$ cat src/tbsl_params.svh
// constants of the tile boot and security loader: offsets, bit fields, timing
// assumes: included by bare name from the package and the loader
`ifndef TBSL_PARAMS_SVH
`define TBSL_PARAMS_SVH

// ************************************************************
// register byte offsets
// ************************************************************
`define TBSL_OFS_SECURITY   8'h00
`define TBSL_OFS_STATUS     8'h04
`define TBSL_OFS_CONTROL    8'h08
`define TBSL_OFS_CRC        8'h0c

// ************************************************************
// security word fields
// ************************************************************
`define TBSL_SEC_JTAG_OFF   0
`define TBSL_SEC_LINK_OFF   1
`define TBSL_SEC_SECURE_BT  5
`define TBSL_SEC_REDUND     7
`define TBSL_SEC_LOCK_LO    8
`define TBSL_SEC_MASTER     12
`define TBSL_SEC_JTAG_OTP   13
`define TBSL_SEC_DEBUG_OFF  14
`define TBSL_SEC_GP_HI      21
`define TBSL_SEC_GP_LO      15
`define TBSL_SEC_UEXT_HI    31
`define TBSL_SEC_UEXT_LO    22
`define TBSL_SEC_RESET      32'h0000_0000

// ************************************************************
// status and control fields
// ************************************************************
`define TBSL_ST_SEC_LOADED  0
`define TBSL_ST_LOADING     1
`define TBSL_ST_RUN         2
`define TBSL_ST_ERROR       3
`define TBSL_ST_OTP_BOOT    4
`define TBSL_ST_CRC_SKIP    5
`define TBSL_CTL_HOLD       0
`define TBSL_CTL_RESET      1'b0

// ************************************************************
// image, crc and otp geometry
// ************************************************************
`define TBSL_CRC_POLY       32'hedb8_8320
`define TBSL_CRC_SEED       32'hffff_ffff
`define TBSL_CRC_SKIP       32'h0d15_ab1e
`define TBSL_RAM_AW         16
`define TBSL_RAM_WORDS      32'h0001_0000
`define TBSL_RAM_BASE       16'h0000
`define TBSL_OTP_SECTORS    4
`define TBSL_OTP_ROWS       512
`define TBSL_OTP_AW         11

// ************************************************************
// timing
// ************************************************************
`define TBSL_CLK_PERIOD_NS  10
`define TBSL_RST_DLY_NS     15000
`define TBSL_RST_DLY_CYC    \
   ((`TBSL_RST_DLY_NS + `TBSL_CLK_PERIOD_NS - 1) / `TBSL_CLK_PERIOD_NS)

`endif

$ cat src/tbsl_pkg.sv
// types shared by the loader and its crc engine
// assumes: tbsl_params.svh is on the include path
`include "tbsl_params.svh"

package tbsl_pkg;

   // boot sequencer states
   typedef enum logic [3:0] {
      TBSL_DELAY,
      TBSL_SEC_REQ,
      TBSL_SEC_WAIT,
      TBSL_SIZE,
      TBSL_PROG,
      TBSL_CRC,
      TBSL_CHECK,
      TBSL_RUN,
      TBSL_ERROR
   } tbsl_state_t;

   // one word write into tile ram
   typedef struct packed {
      logic                      we;
      logic [`TBSL_RAM_AW-1:0]   addr;
      logic [31:0]               data;
   } tbsl_ram_wr_t;

   // access controls derived from the security word
   typedef struct packed {
      logic                          jtag_en;
      logic                          link_en;
      logic                          debug_pin_en;
      logic                          otp_jtag_en;
      logic                          redund_en;
      logic [`TBSL_OTP_SECTORS-1:0]  prog_sector_en;
      logic                          prog_sec_word_en;
      logic [9:0]                    usercode_ext;
   } tbsl_access_t;

endpackage

$ cat src/tbsl_crc32.sv
// byte-serial reflected crc-32 engine with a registered result
// assumes: same clock as the loader; clear and enable never together
`timescale 1ns/100ps
`default_nettype none
`include "tbsl_params.svh"

module tbsl_crc32
   import tbsl_pkg::*;
(
   input  wire logic        mclk,
   input  wire logic        reset_n,
   input  wire logic        clr,
   input  wire logic        en,
   input  wire logic [7:0]  din,
   output logic      [31:0] crc_ff
);

   // one byte through the reflected polynomial, lsb first
   function automatic logic [31:0] crc_byte(input logic [31:0] c, input logic [7:0] d);
      logic [31:0] r;
      r = c ^ {24'h00_0000, d};
      for (int i = 0; i < 8; i++) begin
         r = r[0] ? ((r >> 1) ^ `TBSL_CRC_POLY) : (r >> 1);
      end
      return r;
   endfunction

   // seeded on clear, one byte per enabled cycle
   always_ff @(posedge mclk or negedge reset_n) begin
      if (!reset_n) begin
         crc_ff <= `TBSL_CRC_SEED;
      end else if (clr) begin
         crc_ff <= `TBSL_CRC_SEED;                      // [RL9]
      end else if (en) begin
         crc_ff <= crc_byte(crc_ff, din);               // [RL9]
      end
   end

endmodule

`default_nettype wire

$ cat src/tbsl_loader.sv
// tile boot and security loader: reset delay, security word, image load, crc
// assumes: otp and flash byte reader run on mclk; ram takes one word a cycle
//
// Operation
// [RL1] tile stays in reset while the global reset is low
// [RL2] after release, wait the internal reset delay then start booting
// [RL3] security bit 5 picks otp boot, otherwise embedded flash boot
// [RL4] image is length word, length times four bytes, then crc word
// [RL5] stored crc equal to the skip value accepts the image unchecked
// [RL6] length and crc words arrive least significant byte first
// [RL7] program fills ram from lowest address; execution starts there
// [RL8] crc covers the length word and program bytes, not the crc word
// [RL9] reflected polynomial, all-ones seed, inverted residue
// [RL10] security word is read from otp before boot and drives access
// [RL11] bit 0 blocks jtag access to tile state and memory
// [RL12] bit 1 refuses link access to this tile's processor state
// [RL13] bit 5 starts from otp address 0, bypassing the boot rom
// [RL14] bit 7 enables redundant otp rows
// [RL15] bits 8 to 11 each lock programming of otp sectors 0 to 3
// [RL16] bit 12 locks all otp programming including the security word
// [RL17] bit 13 blocks jtag reads and writes of this otp
// [RL18] bit 14 disables the shared debug pin for this tile
// [RL19] bits 21 to 15 are software readable with no hardware effect
// [RL20] bits 31 to 22 extend the jtag user code
// [RL21] otp has four sectors of 512 rows of 32 bits
// [RL22] otp contents beyond the security word are copied to ram and run
// [RL23] crc mismatch without skip value flags error and never runs
`timescale 1ns/100ps
`default_nettype none
`include "tbsl_params.svh"

module tbsl_loader
   import tbsl_pkg::*;
(
   input  wire logic                    mclk,
   input  wire logic                    reset_n,
   input  wire logic [7:0]              reg_addr,
   input  wire logic [31:0]             reg_wdata,
   input  wire logic                    reg_wr,
   input  wire logic                    reg_rd,
   output logic      [31:0]             reg_rdata,
   output logic                         otp_rd_req,
   output logic                         otp_sec_sel,
   output logic      [`TBSL_OTP_AW-1:0] otp_addr,
   input  wire logic                    otp_rd_valid,
   input  wire logic [31:0]             otp_rd_data,
   output logic                         flash_req,
   input  wire logic                    flash_valid,
   input  wire logic [7:0]              flash_byte,
   output var tbsl_ram_wr_t             ram_wr,
   output logic                         core_reset_n,
   output logic                         core_run,
   output logic                         boot_error,
   output var tbsl_access_t             access
);

   localparam logic [11:0] RST_DLY = 12'(`TBSL_RST_DLY_CYC - 1);

   // ************************************************************
   // state
   // ************************************************************
   tbsl_state_t                state_ff;
   tbsl_state_t                nxt_state;
   logic [11:0]                rst_cnt_ff;
   logic [31:0]                sec_ff;
   logic                       sec_loaded_ff;
   logic                       hold_ff;
   logic [1:0]                 bidx_ff;
   logic [31:0]                asm_ff;
   logic [31:0]                words_left_ff;
   logic [`TBSL_RAM_AW-1:0]    waddr_ff;
   logic [31:0]                rx_crc_ff;
   logic                       skip_ff;
   logic [31:0]                obuf_ff;
   logic [1:0]                 ocnt_ff;
   logic                       ohave_ff;
   logic                       opend_ff;
   logic [`TBSL_OTP_AW:0]      orow_ff;
   logic [31:0]                crc_ff;

   logic                       otp_boot;
   logic                       loading;
   logic                       byte_v;
   logic [7:0]                 byte_d;
   logic                       take;
   logic                       word_done;
   logic [31:0]                word_in;
   logic                       crc_ok;
   logic                       otp_issue;
   logic                       otp_over;
   logic [`TBSL_OTP_SECTORS-1:0] sector_open;

   // ************************************************************
   // byte source selection
   // ************************************************************
   // otp boot drains otp rows byte by byte so both sources share one parser
   assign otp_boot  = sec_ff[`TBSL_SEC_SECURE_BT];                 // [RL3]
   assign loading   = (state_ff == TBSL_SIZE) || (state_ff == TBSL_PROG)
                      || (state_ff == TBSL_CRC);
   assign byte_v    = otp_boot ? ohave_ff : flash_valid;           // [RL3]
   assign byte_d    = otp_boot ? obuf_ff[7:0] : flash_byte;
   assign take      = loading && byte_v;
   assign word_done = take && (bidx_ff == 2'h3);
   assign word_in   = {byte_d, asm_ff[31:8]};                      // [RL6]
   assign crc_ok    = (~crc_ff == rx_crc_ff);                      // [RL9]
   assign otp_issue = loading && otp_boot && !ohave_ff && !opend_ff
                      && !otp_over;
   assign otp_over  = orow_ff[`TBSL_OTP_AW];                       // [RL21]

   // ************************************************************
   // sequencer
   // ************************************************************
   // next state of the boot sequence
   always_comb begin
      nxt_state = state_ff;
      case (state_ff)
         TBSL_DELAY: begin
            if (rst_cnt_ff == RST_DLY) begin
               nxt_state = TBSL_SEC_REQ;                           // [RL2]
            end
         end
         TBSL_SEC_REQ: begin
            nxt_state = TBSL_SEC_WAIT;                             // [RL10]
         end
         TBSL_SEC_WAIT: begin
            if (otp_rd_valid) begin
               nxt_state = TBSL_SIZE;
            end
         end
         TBSL_SIZE: begin
            if (otp_boot && otp_over && !ohave_ff && !opend_ff) begin
               nxt_state = TBSL_ERROR;
            end else if (word_done) begin
               if (word_in == 32'h0000_0000) begin
                  nxt_state = TBSL_CRC;                            // [RL4]
               end else if (word_in > `TBSL_RAM_WORDS) begin
                  nxt_state = TBSL_ERROR;
               end else begin
                  nxt_state = TBSL_PROG;
               end
            end
         end
         TBSL_PROG: begin
            if (otp_boot && otp_over && !ohave_ff && !opend_ff) begin
               nxt_state = TBSL_ERROR;
            end else if (word_done && (words_left_ff == 32'h0000_0001)) begin
               nxt_state = TBSL_CRC;                               // [RL4]
            end
         end
         TBSL_CRC: begin
            if (otp_boot && otp_over && !ohave_ff && !opend_ff) begin
               nxt_state = TBSL_ERROR;
            end else if (word_done) begin
               nxt_state = TBSL_CHECK;
            end
         end
         TBSL_CHECK: begin
            // crc engine has taken the last program byte by now
            if (skip_ff || crc_ok) begin
               nxt_state = TBSL_RUN;                               // [RL5]
            end else begin
               nxt_state = TBSL_ERROR;                             // [RL23]
            end
         end
         TBSL_RUN: begin
            nxt_state = TBSL_RUN;
         end
         TBSL_ERROR: begin
            nxt_state = TBSL_ERROR;                                // [RL23]
         end
         default: begin
            nxt_state = TBSL_DELAY;
         end
      endcase
   end

   // state register; global reset holds everything in the delay state
   always_ff @(posedge mclk or negedge reset_n) begin
      if (!reset_n) begin
         state_ff <= TBSL_DELAY;                                   // [RL1]
      end else begin
         state_ff <= nxt_state;
      end
   end

   // internal reset delay counter
   always_ff @(posedge mclk or negedge reset_n) begin
      if (!reset_n) begin
         rst_cnt_ff <= 12'h000;
      end else if (state_ff == TBSL_DELAY) begin
         rst_cnt_ff <= rst_cnt_ff + 12'h001;                       // [RL2]
      end
   end

   // ************************************************************
   // security word
   // ************************************************************
   // captured once after each global reset release; reads as zero until otp answers
   always_ff @(posedge mclk or negedge reset_n) begin
      if (!reset_n) begin
         sec_ff        <= `TBSL_SEC_RESET;
         sec_loaded_ff <= 1'b0;
      end else if ((state_ff == TBSL_SEC_WAIT) && otp_rd_valid) begin
         sec_ff        <= otp_rd_data;                             // [RL10]
         sec_loaded_ff <= 1'b1;
      end
   end

   // access gates stay closed until the security word is known
   always_ff @(posedge mclk or negedge reset_n) begin
      if (!reset_n) begin
         access <= '0;
      end else begin
         access.jtag_en          <= sec_loaded_ff && !sec_ff[`TBSL_SEC_JTAG_OFF];  // [RL11]
         access.link_en          <= sec_loaded_ff && !sec_ff[`TBSL_SEC_LINK_OFF];  // [RL12]
         access.debug_pin_en     <= sec_loaded_ff && !sec_ff[`TBSL_SEC_DEBUG_OFF]; // [RL18]
         access.otp_jtag_en      <= sec_loaded_ff && !sec_ff[`TBSL_SEC_JTAG_OTP];  // [RL17]
         access.redund_en        <= sec_loaded_ff && sec_ff[`TBSL_SEC_REDUND];     // [RL14]
         access.prog_sec_word_en <= sec_loaded_ff && !sec_ff[`TBSL_SEC_MASTER];    // [RL16]
         access.usercode_ext     <= sec_ff[`TBSL_SEC_UEXT_HI:`TBSL_SEC_UEXT_LO];   // [RL20]
         access.prog_sector_en   <= sector_open;                                    // [RL15]
      end
   end

   // per sector lock, master lock over all; registered with the other gates above
   for (genvar g = 0; g < `TBSL_OTP_SECTORS; g++) begin : g_lock
      assign sector_open[g] = sec_loaded_ff && !sec_ff[`TBSL_SEC_LOCK_LO + g]   // [RL15]
                              && !sec_ff[`TBSL_SEC_MASTER];                      // [RL16]
   end

   // ************************************************************
   // otp reader
   // ************************************************************
   // one outstanding read; boot rows follow the security word from row 0
   always_ff @(posedge mclk or negedge reset_n) begin
      if (!reset_n) begin
         otp_rd_req  <= 1'b0;
         otp_sec_sel <= 1'b0;
         otp_addr    <= '0;
         orow_ff     <= '0;
         opend_ff    <= 1'b0;
      end else begin
         otp_rd_req  <= (state_ff == TBSL_SEC_REQ) || otp_issue;
         otp_sec_sel <= (state_ff == TBSL_SEC_REQ);                // [RL10]
         if (otp_issue) begin
            otp_addr <= orow_ff[`TBSL_OTP_AW-1:0];                // [RL13]
            orow_ff  <= orow_ff + 1'b1;                            // [RL22]
            opend_ff <= 1'b1;
         end else if (otp_rd_valid && loading) begin
            opend_ff <= 1'b0;
         end
      end
   end

   // row buffer split into bytes, least significant first
   always_ff @(posedge mclk or negedge reset_n) begin
      if (!reset_n) begin
         obuf_ff  <= 32'h0000_0000;
         ocnt_ff  <= 2'h0;
         ohave_ff <= 1'b0;
      end else if (otp_rd_valid && loading && opend_ff) begin
         obuf_ff  <= otp_rd_data;
         ocnt_ff  <= 2'h0;
         ohave_ff <= 1'b1;
      end else if (take && otp_boot) begin
         obuf_ff  <= {8'h00, obuf_ff[31:8]};                       // [RL6]
         ocnt_ff  <= ocnt_ff + 2'h1;
         ohave_ff <= (ocnt_ff != 2'h3);
      end
   end

   // flash streams only in flash boot; on entry the arriving security word decides
   always_ff @(posedge mclk or negedge reset_n) begin
      if (!reset_n) begin
         flash_req <= 1'b0;
      end else begin
         flash_req <= (nxt_state == TBSL_SIZE || nxt_state == TBSL_PROG || nxt_state == TBSL_CRC)
                && !(state_ff == TBSL_SEC_WAIT ? otp_rd_data[`TBSL_SEC_SECURE_BT] : otp_boot);
      end
   end

   // ************************************************************
   // image parser
   // ************************************************************
   // word assembly, least significant byte first
   always_ff @(posedge mclk or negedge reset_n) begin
      if (!reset_n) begin
         bidx_ff <= 2'h0;
         asm_ff  <= 32'h0000_0000;
      end else if (take) begin
         bidx_ff <= bidx_ff + 2'h1;
         asm_ff  <= word_in;                                       // [RL6]
      end
   end

   // word count, ram address and stored crc
   always_ff @(posedge mclk or negedge reset_n) begin
      if (!reset_n) begin
         words_left_ff <= 32'h0000_0000;
         waddr_ff      <= `TBSL_RAM_BASE;
         rx_crc_ff     <= 32'h0000_0000;
         skip_ff       <= 1'b0;
      end else if (word_done) begin
         case (state_ff)
            TBSL_SIZE: begin
               words_left_ff <= word_in;                           // [RL4]
               waddr_ff      <= `TBSL_RAM_BASE;                    // [RL7]
            end
            TBSL_PROG: begin
               words_left_ff <= words_left_ff - 32'h0000_0001;
               waddr_ff      <= waddr_ff + 1'b1;
            end
            TBSL_CRC: begin
               rx_crc_ff <= word_in;
               skip_ff   <= (word_in == `TBSL_CRC_SKIP);           // [RL5]
            end
            default: begin
               skip_ff <= skip_ff;
            end
         endcase
      end
   end

   // program words into ram from the lowest address
   always_ff @(posedge mclk or negedge reset_n) begin
      if (!reset_n) begin
         ram_wr <= '0;
      end else begin
         ram_wr.we   <= word_done && (state_ff == TBSL_PROG);      // [RL7]
         ram_wr.addr <= waddr_ff;
         ram_wr.data <= word_in;
      end
   end

   // crc over length and program bytes only; crc word bytes are not fed
   tbsl_crc32 u_crc (
      .mclk    (mclk),
      .reset_n (reset_n),
      .clr     (state_ff == TBSL_SEC_REQ),
      .en      (take && (state_ff != TBSL_CRC)),                   // [RL8]
      .din     (byte_d),
      .crc_ff  (crc_ff)
   );

   // ************************************************************
   // tile control outputs
   // ************************************************************
   // tile leaves reset only on an accepted image, pc at the ram base
   always_ff @(posedge mclk or negedge reset_n) begin
      if (!reset_n) begin
         core_reset_n <= 1'b0;                                     // [RL1]
         core_run     <= 1'b0;
         boot_error   <= 1'b0;
      end else begin
         core_reset_n <= (state_ff == TBSL_RUN) && !hold_ff;       // [RL7]
         core_run     <= (state_ff == TBSL_RUN);
         boot_error   <= (state_ff == TBSL_ERROR);                 // [RL23]
      end
   end

   // ************************************************************
   // register port
   // ************************************************************
   // control: hold bit keeps the tile in reset after a good load
   always_ff @(posedge mclk or negedge reset_n) begin
      if (!reset_n) begin
         hold_ff <= `TBSL_CTL_RESET;
      end else if (reg_wr && (reg_addr == `TBSL_OFS_CONTROL)) begin
         hold_ff <= reg_wdata[`TBSL_CTL_HOLD];
      end
   end

   // read data stand one cycle after the strobe, zero otherwise
   always_ff @(posedge mclk or negedge reset_n) begin
      if (!reset_n) begin
         reg_rdata <= 32'h0000_0000;
      end else if (reg_rd) begin
         case (reg_addr)
            `TBSL_OFS_SECURITY: begin
               reg_rdata <= sec_ff;                                // [RL19]
            end
            `TBSL_OFS_STATUS: begin
               reg_rdata                       <= 32'h0000_0000;
               reg_rdata[`TBSL_ST_SEC_LOADED]  <= sec_loaded_ff;
               reg_rdata[`TBSL_ST_LOADING]     <= loading;
               reg_rdata[`TBSL_ST_RUN]         <= (state_ff == TBSL_RUN);
               reg_rdata[`TBSL_ST_ERROR]       <= (state_ff == TBSL_ERROR);
               reg_rdata[`TBSL_ST_OTP_BOOT]    <= otp_boot;
               reg_rdata[`TBSL_ST_CRC_SKIP]    <= skip_ff;
            end
            `TBSL_OFS_CONTROL: begin
               reg_rdata <= {31'h0000_0000, hold_ff};
            end
            `TBSL_OFS_CRC: begin
               reg_rdata <= ~crc_ff;                               // [RL9]
            end
            default: begin
               reg_rdata <= 32'h0000_0000;
            end
         endcase
      end else begin
         reg_rdata <= 32'h0000_0000;
      end
   end

endmodule

`default_nettype wire

$ cat config.mk
export PLATFORM = sky130hd
export DESIGN_NAME = tbsl_loader
export DESIGN_NICKNAME = d
export VERILOG_FILES = /design/src/tbsl_pkg.sv /design/src/tbsl_crc32.sv /design/src/tbsl_loader.sv
export VERILOG_INCLUDE_DIRS = /design/src /design/src/src
export SDC_FILE = /design/constraint.sdc
export NUM_CORES = 1
export LEC_CHECK = 0
export BUFFER_PORTS_ARGS = -buffer_cell sky130_fd_sc_hd__buf_2
export CAP_MARGIN = 20
export CORE_MARGIN = 2
export CORE_UTILIZATION = 50
export CTS_BUF_LIST = sky130_fd_sc_hd__clkbuf_2
export CTS_CLUSTER_SIZE = 40
export DETAILED_ROUTE_END_ITERATION = 16
export PLACE_DENSITY = 0.73
export REMOVE_ABC_BUFFERS = 1
export SLEW_MARGIN = 20
export SYNTH_ARGS = -nofsm -noshare
export SYNTH_HDL_FRONTEND = slang
export SYNTH_SLANG_ARGS = --single-unit
$ cat constraint.sdc
create_clock -name mclk -period 2.3 [get_ports mclk]
set_input_delay 0.46 -clock mclk [delete_from_list [all_inputs] [get_ports mclk]]
set_output_delay 0.46 -clock mclk [all_outputs]
set_load 0.05 [all_outputs]
==> key figures, run 1 <==
Outcome
  – Status: complete, no violations

Timing
  – Fin worst setup slack: 0.0157 ns
  – RSZ-0062 raised after global routing: true
  – Minimum clock period: 2.28 ns
  – Fin crit share: 0.993
  – Worst slew margin relative to its limit: 0.610
  – Final hold slack: 0.0695 ns
  – Skew final: 0.0755 ns
  – Max Slew Vio Count: 0
  – Slew @ Worst Pin: 0.585 ns
  – Fmax: 438 MHz
  – # setup viols final: 0
  – Final Hold Vio Count: 0

Drt
  – Routed wire length: 41600 um
  – Initial DRC count: 916
  – Via count: 12200
  – Detailed Routing Iterations Pass 1: 5
  – Final antenna-violating net count: 0
  – DRC Markers: 0
  – DR vias/cell: 5.44
  – Avg WL per Cell: 18.6 um

Clock tree
  – # H-tree levels: 3
  – CTS tree: built
  – Clock Sinks: 355
  – Root buf cell: clkbuf_2
  – Maximum root-to-sink buffer count: 3
  – Clk_lat worst skew: 0.97 ns
  – Clk slew on worst S/H paths: 0.13 ns
  – Inserted Clock Buffers: 90

Cells and area
  – Fillers: 2545
  – Nets: 1869
  – P&R area growth vs syn: 23.1%
  – Commonest non-fill, non-tap cell in the layout: dfrtp_1
  – Share of layout cells above drive strength 1: 0.340
  – Post-Layout Cell Count: 2243
  – Most frequent cells in the layout: dfrtp_1 (322), buf_2 (171), nor2_1 (138), nand2_1 (129), buf_4 (128)

Floorplanning
  – Top Ports: 204
  – Initial core utilization: 0.503
  – Core Box Area: 31300 sq um
  – Die W: 182 um
  – Row cnt: 65
  – Die Y: 182 um
  – Die Area: 33000 sq um

Critical path
  – Critical path endpoint: flash_req
  – Critical Path RT: 3.14 ns
  – FF-to-FF End: flash_req
  – CP startpoint kind: flip-flop
  – CP Launch Point: u_crc.crc_ff[23]
  – Nature of the critical path endpoint: flip-flop
  – Flop2flop setup slack: 0.02 ns
  – Crit Reg-Reg Startpoint: u_crc.crc_ff[23]
  – Critical path class: reg2reg
  – Worst-path fanout max: 4
  – Worst Path Arrival: 3.12 ns
  – R2R depth: 8

Global route
  – Initial antenna violation count: 2
  – All-Layer GR Usage: 0.258
  – Vias in the first global route: 12700
  – First-pass GRT wire length: 66600 um
  – Grt ovf: 0
  – Largest net degree at the start of global routing: 67

Power and ir drop
  – Maximum VDD drop: 0.000344 V
  – Power per cell area: 613 nW/um^2
  – P_leak: 9.47 nW
  – Tot Pwr: 0.0119 W

Yosys
  – Gate Count Post-Synth: 1396
  – Seq cells post-synth: 355
  – Post-synth top flop: dfrtp_1
  – EDFF count, synth: 0
  – Cell variety after synth: 64
  – Async S/R FF share, synth: 1.00
  – Mapped Avg Cell Area: 11.3 sq um
  – Synth Cell Area: 15800 sq um
  – Sequential area share after synthesis: 0.566
  – Ys Warns: 0

Flow run
  – Max-cap violations: 0

Placed design
  – Detailed placer's ending HPWL: 29300 um
  – Global placement routability congestion: 0.909
  – Place WS: -0.149 ns
  – Port Buffer Count: 172
  – Post-Place Cells: 2041

Worst hold path
  – Hold crit path type: in2async
-- through the flow --
| step | utilization | setup TNS, ns | instance area [sq um] |
|---|---|---|---|
| 5_1_grt | 0.619 | -0.537 | 19400 |
| 4_1_cts | 0.617 | -0.0115 | 19300 |
| 6_report | 0.619 | 0 | 19400 |
| 3_5_place_dp | 0.577 | -0.570 | 18100 |
| 2_1_floorplan | - | -481.32 | 15500 |
| 3_3_place_gp | 0.577 | -0.462 | 18100 |
-- synthesized netlist by cell type (3+ instances only) --
cell type  number  share of area
inv_1          20         0.0048
nor4_1         21         0.0083
nand2b_1        5         0.0020
xor2_1         23          0.013
xnor2_1        85          0.047
mux2i_1        39          0.025
a22o_1         10         0.0056
or3_1           7         0.0028
nor2b_1         7         0.0028
o22a_1          6         0.0033
a31oi_1         4         0.0016
clkbuf_1       51          0.012
xnor2_4        11          0.019
o21ai_1        10         0.0032
nor3_1         48          0.015
a22oi_1         5         0.0024
nand4_1        19         0.0075
and3_1         13         0.0052
nand3_1        25         0.0079
ha_1            7         0.0056
or2_2           3         0.0012
a32oi_1         9         0.0050
nand2_1       129          0.031
nor3b_1         3         0.0014
nor2_1        140          0.033
mux2_2         86          0.061
dfstp_2        32          0.053
mux2i_4         7          0.010
o22ai_1         5         0.0020
dfrtp_1       323           0.51
o211ai_1        5         0.0024
buf_2          12         0.0038
a21o_1          3         0.0014
and2_1          4         0.0016
buf_1           3        0.00071
xor2_2          3         0.0031
o21ai_0        85          0.027
xnor2_2         5         0.0052
a21oi_1        93          0.030
-- metal layers --
metal	part of all wire	wire (um)	GRT usage	up-vias
met5	0	0	0	-
met4	0.024	997	0.0969	0
met3	0.059	2470	0.0533	78
met2	0.49	20400	0.424	410
met1	0.43	17800	0.338	6043
li1	-	-	-	5668
-- sequential cells by signal (all words and copies together), names as in the netlist, 2 cells and up --
register and count:
access 20, asm_ff 24, bidx_ff 2, obuf_ff 32, ocnt_ff 2, orow_ff 12, otp_addr 11, ram_wr 49
reg_rdata 32, rst_cnt_ff 12, rx_crc_ff 32, sec_ff 32, state_ff 4, u_crc.crc_ff 32, waddr_ff 16, words_left_ff 32
-- worst min path at each step --
stage	endpoint	slack, ns	cells after the start
floorplan	access[0]	0.16	0
global placement	access[1]	0.38	0
detailed placement	access[1]	0.38	0
CTS	sec_ff[12]	0.01	2
global route	ram_wr[26]	0.03	4
finish	obuf_ff[27]	0.07	2
-- area by class of cell --
class,instances,area [sq um],area share
tap,402,503,0.0259
antenna,2,5.00,0.000258
inverter,21,78.8,0.00406
sequential,355,8920,0.460
timing repair buffer,356,2510,0.130
clock buffer,125,626,0.0323
multi-input combinational,952,6580,0.339
clock inverter,30,161,0.00832
-- kinds of logic (layout without fill, tap and decap cells) --
family                   after synthesis  after routing  share of synthesized area
AO/OA/AOI/OAI                        251            251                     0.0933
XOR/XNOR                             127            127                     0.0875
adder cells (fa/ha/maj)                7              7                    0.00556
buffers and inverters                 89            532                     0.0237
flip-flops                           355            355                      0.566
multiplexers                         134            134                     0.0985
other                                  0              2                          0
AND/OR/NAND/NOR                      433            433                      0.125
-- power breakdown --
group	total [W]	internal (W)	switching (W)
registers	0.00641	0.00633	0.0000822
logic	0.00133	0.000612	0.000716
clock network	0.00414	0.00159	0.00255
total	0.0119	0.00853	0.00335
-- critical path, stage by stage (launching register included) --
cell,delay (ns)
dfstp_2,0.63
xnor2_1,0.10
nor4_2,0.39
nand4_1,0.17
o21ai_1,0.23
buf_4,0.18
nor2_1,0.04
o22ai_1,0.20
o2111a_1,0.23
-- repair_timing --
action                                  in CTS  in global routing
hold buffers                                43                  0
gates resized for setup                     10                 14
buffers inserted                             1                  1
endpoints found under the hold margin      432                  0
pin swaps                                    3                  6
endpoints found under the setup margin      16                 24
(Power assumes the default switching activity.)
==> run 2, diff against run 1 <==
--- a/config.mk
+++ b/config.mk
@@ -8,12 +8,11 @@
 export LEC_CHECK = 0
 export BUFFER_PORTS_ARGS = -buffer_cell sky130_fd_sc_hd__buf_2
 export CAP_MARGIN = 20
-export CORE_MARGIN = 2
 export CORE_UTILIZATION = 50
 export CTS_BUF_LIST = sky130_fd_sc_hd__clkbuf_2
 export CTS_CLUSTER_SIZE = 40
 export DETAILED_ROUTE_END_ITERATION = 16
-export PLACE_DENSITY = 0.73
+export PLACE_DENSITY = 0.75
 export REMOVE_ABC_BUFFERS = 1
 export SLEW_MARGIN = 20
 export SYNTH_ARGS = -nofsm -noshare
==> key figures, run 2 (synthesis gave the netlist of run 1 again) <==
Outcome
  – Status: complete, but fails checks
  – Failing checks: design-rule violations, negative setup slack

Global route
  – Initial antenna violation count: 3
  – All-Layer GR Usage: 0.265
  – Grt ovf: 0
  – Largest net degree at the start of global routing: 68
  – First-pass GRT wire length: 67800 um
  – Vias in the first global route: 12800

Cells and area
  – Share of layout cells above drive strength 1: 0.341
  – P&R area growth vs syn: 23.1%
  – Commonest non-fill, non-tap cell in the layout: dfrtp_1
  – Largest register FFs: 49
  – Multi-input logic area: 6600 sq um
  – Nets: 1862
  – Fin area: 19400 sq um
  – Largest Register: ram_wr
  – Sequential Area: 8920 sq um
  – Most frequent cells in the layout: dfrtp_1 (322), buf_2 (171), nor2_1 (139), nand2_1 (127), clkbuf_2 (123)
  – Fillers: 2419

Drt
  – Via count: 12300
  – Wl on met1: 18000 um
  – Detailed Routing Iterations Pass 1: 11
  – Met3 wire length: 2570 um
  – Uppermost layer routed: met4
  – Final antenna-violating net count: 0
  – Routed wire length: 41500 um
  – Met2 WL: 20000 um
  – Initial DRC count: 1074
  – DR vias/cell: 5.52
  – DRC Markers: 10
  – Avg WL per Cell: 18.7 um

Timing
  – Worst slew margin relative to its limit: 0.642
  – Max Slew Vio Count: 0
  – # setup viols final: 3
  – Fin worst setup slack: -0.0897 ns
  – RSZ-0062 raised after global routing: true
  – Minimum clock period: 2.39 ns
  – Skew final: 0.0920 ns
  – Fin crit share: 1.04
  – Final Hold Vio Count: 0
  – Slew @ Worst Pin: 0.532 ns
  – Fmax: 418 MHz

Clock tree
  – Clock Sinks: 355
  – Clk_lat worst skew: 0.93 ns
  – Maximum root-to-sink buffer count: 3
  – Root buf cell: clkbuf_2
  – Inserted Clock Buffers: 89
  – Clk slew on worst S/H paths: 0.11 ns
  – CTS tree: built
  – # H-tree levels: 3

Placed design
  – Placed Instance Area: 18000 sq um
  – Place WS: -0.174 ns
  – Port Buffer Count: 172
  – Global placement routability congestion: 0.926
  – Detailed placer's ending HPWL: 28700 um

Power and ir drop
  – Maximum VDD drop: 0.000319 V
  – P_leak: 9.45 nW
  – Switching Fraction: 0.280
  – Net Sw Power: 0.00334 W
  – Combinational Power Share: 0.109
  – Cell Int Power: 0.00861 W
  – Power per cell area: 616 nW/um^2
  – Seq pwr share: 0.538
  – Clock power share: 0.352

Flow run
  – Max-cap violations: 0

Worst hold path
  – Hold crit path type: in2reg
  – Hold path start: flash_byte[3]

Critical path
  – CP Launch Point: words_left_ff[21]
  – Critical path class: reg2reg
  – Worst Path Arrival: 3.17 ns
  – CP startpoint kind: flip-flop
  – Nature of the critical path endpoint: flip-flop
  – Worst-path fanout max: 3
  – Critical Path RT: 3.08 ns
  – Crit Reg-Reg Startpoint: words_left_ff[21]

Floorplanning
  – Die W: 180 um
  – Initial core utilization: 0.511
  – Die Area: 32200 sq um
  – Core Box Area: 30800 sq um
  – Die Y: 180 um
  – Top Ports: 204
  – Row cnt: 64
## run 2: stage by stage
step	TNS (ns)	util	cells	power [W]	hold slack, ns
6_report	-0.117	0.629	2226	0.0119	0.0648
5_1_grt	-0.636	0.629	2226	0.0125	0.00877
4_1_cts	-0.0516	0.623	2217	0.0120	0.00523
3_5_place_dp	-2.41	0.584	2027	0.00778	0.390
3_3_place_gp	-0.417	0.584	2027	0.00777	0.379
2_1_floorplan	-481.32	-	1328	0.00727	0.164
## run 2: what timing repair did
action                     in CTS  in global routing
pin swaps                       3                  7
buffers inserted                2                  5
hold endpoints to repair      401                  1
gates resized for setup         5                 28
setup endpoints to repair      32                 43
hold buffers                   39                  1
## run 2: worst paths after layout
path | to | slack [ns] | cells after the start
worst max-delay path | flash_req | -0.09 | 8
worst min-delay path | ram_wr[27] | 0.06 | 4
worst max register to register | flash_req | -0.09 | 8
worst min register to register | access[3] | 0.40 | 0
max in group asynchronous | words_left_ff[22] | 1.38 | 3
min in group asynchronous | sec_ff[31] | 0.09 | 2
## run 2: area by class of cell
type                       instances  share of cell area
antenna                            3            0.000387
clock buffer                     123              0.0317
clock inverter                    26             0.00858
inverter                          21             0.00406
multi-input combinational        952               0.340
sequential                       355               0.460
tap                              396              0.0255
timing repair buffer             350               0.129
## run 2: routing by layer
metal / up-vias / GRT usage
li1: 5654 / -
met1: 6095 / 0.352
met2: 441 / 0.431
met3: 91 / 0.0555
met4: 0 / 0.101
met5: - / 0
## run 2: power by group through the flow
stage / clock, W / combinational (W) / sequential (W)
finish: 0.00421 / 0.00130 / 0.00643
global route: 0.00466 / 0.00141 / 0.00644
CTS: 0.00432 / 0.00129 / 0.00643
detailed placement: 0 / 0.00123 / 0.00655
global placement: 0 / 0.00122 / 0.00655
floorplan: 0 / 0.000694 / 0.00658
## run 2: worst max-delay path: stages, from the launching register on
cell      delay (ns)
dfrtp_1         0.41
or4_4           0.50
or3_4           0.35
buf_6           0.14
nor3_4          0.12
a31oi_1         0.10
o211ai_1        0.24
nor2b_2         0.19
o2111a_1        0.18
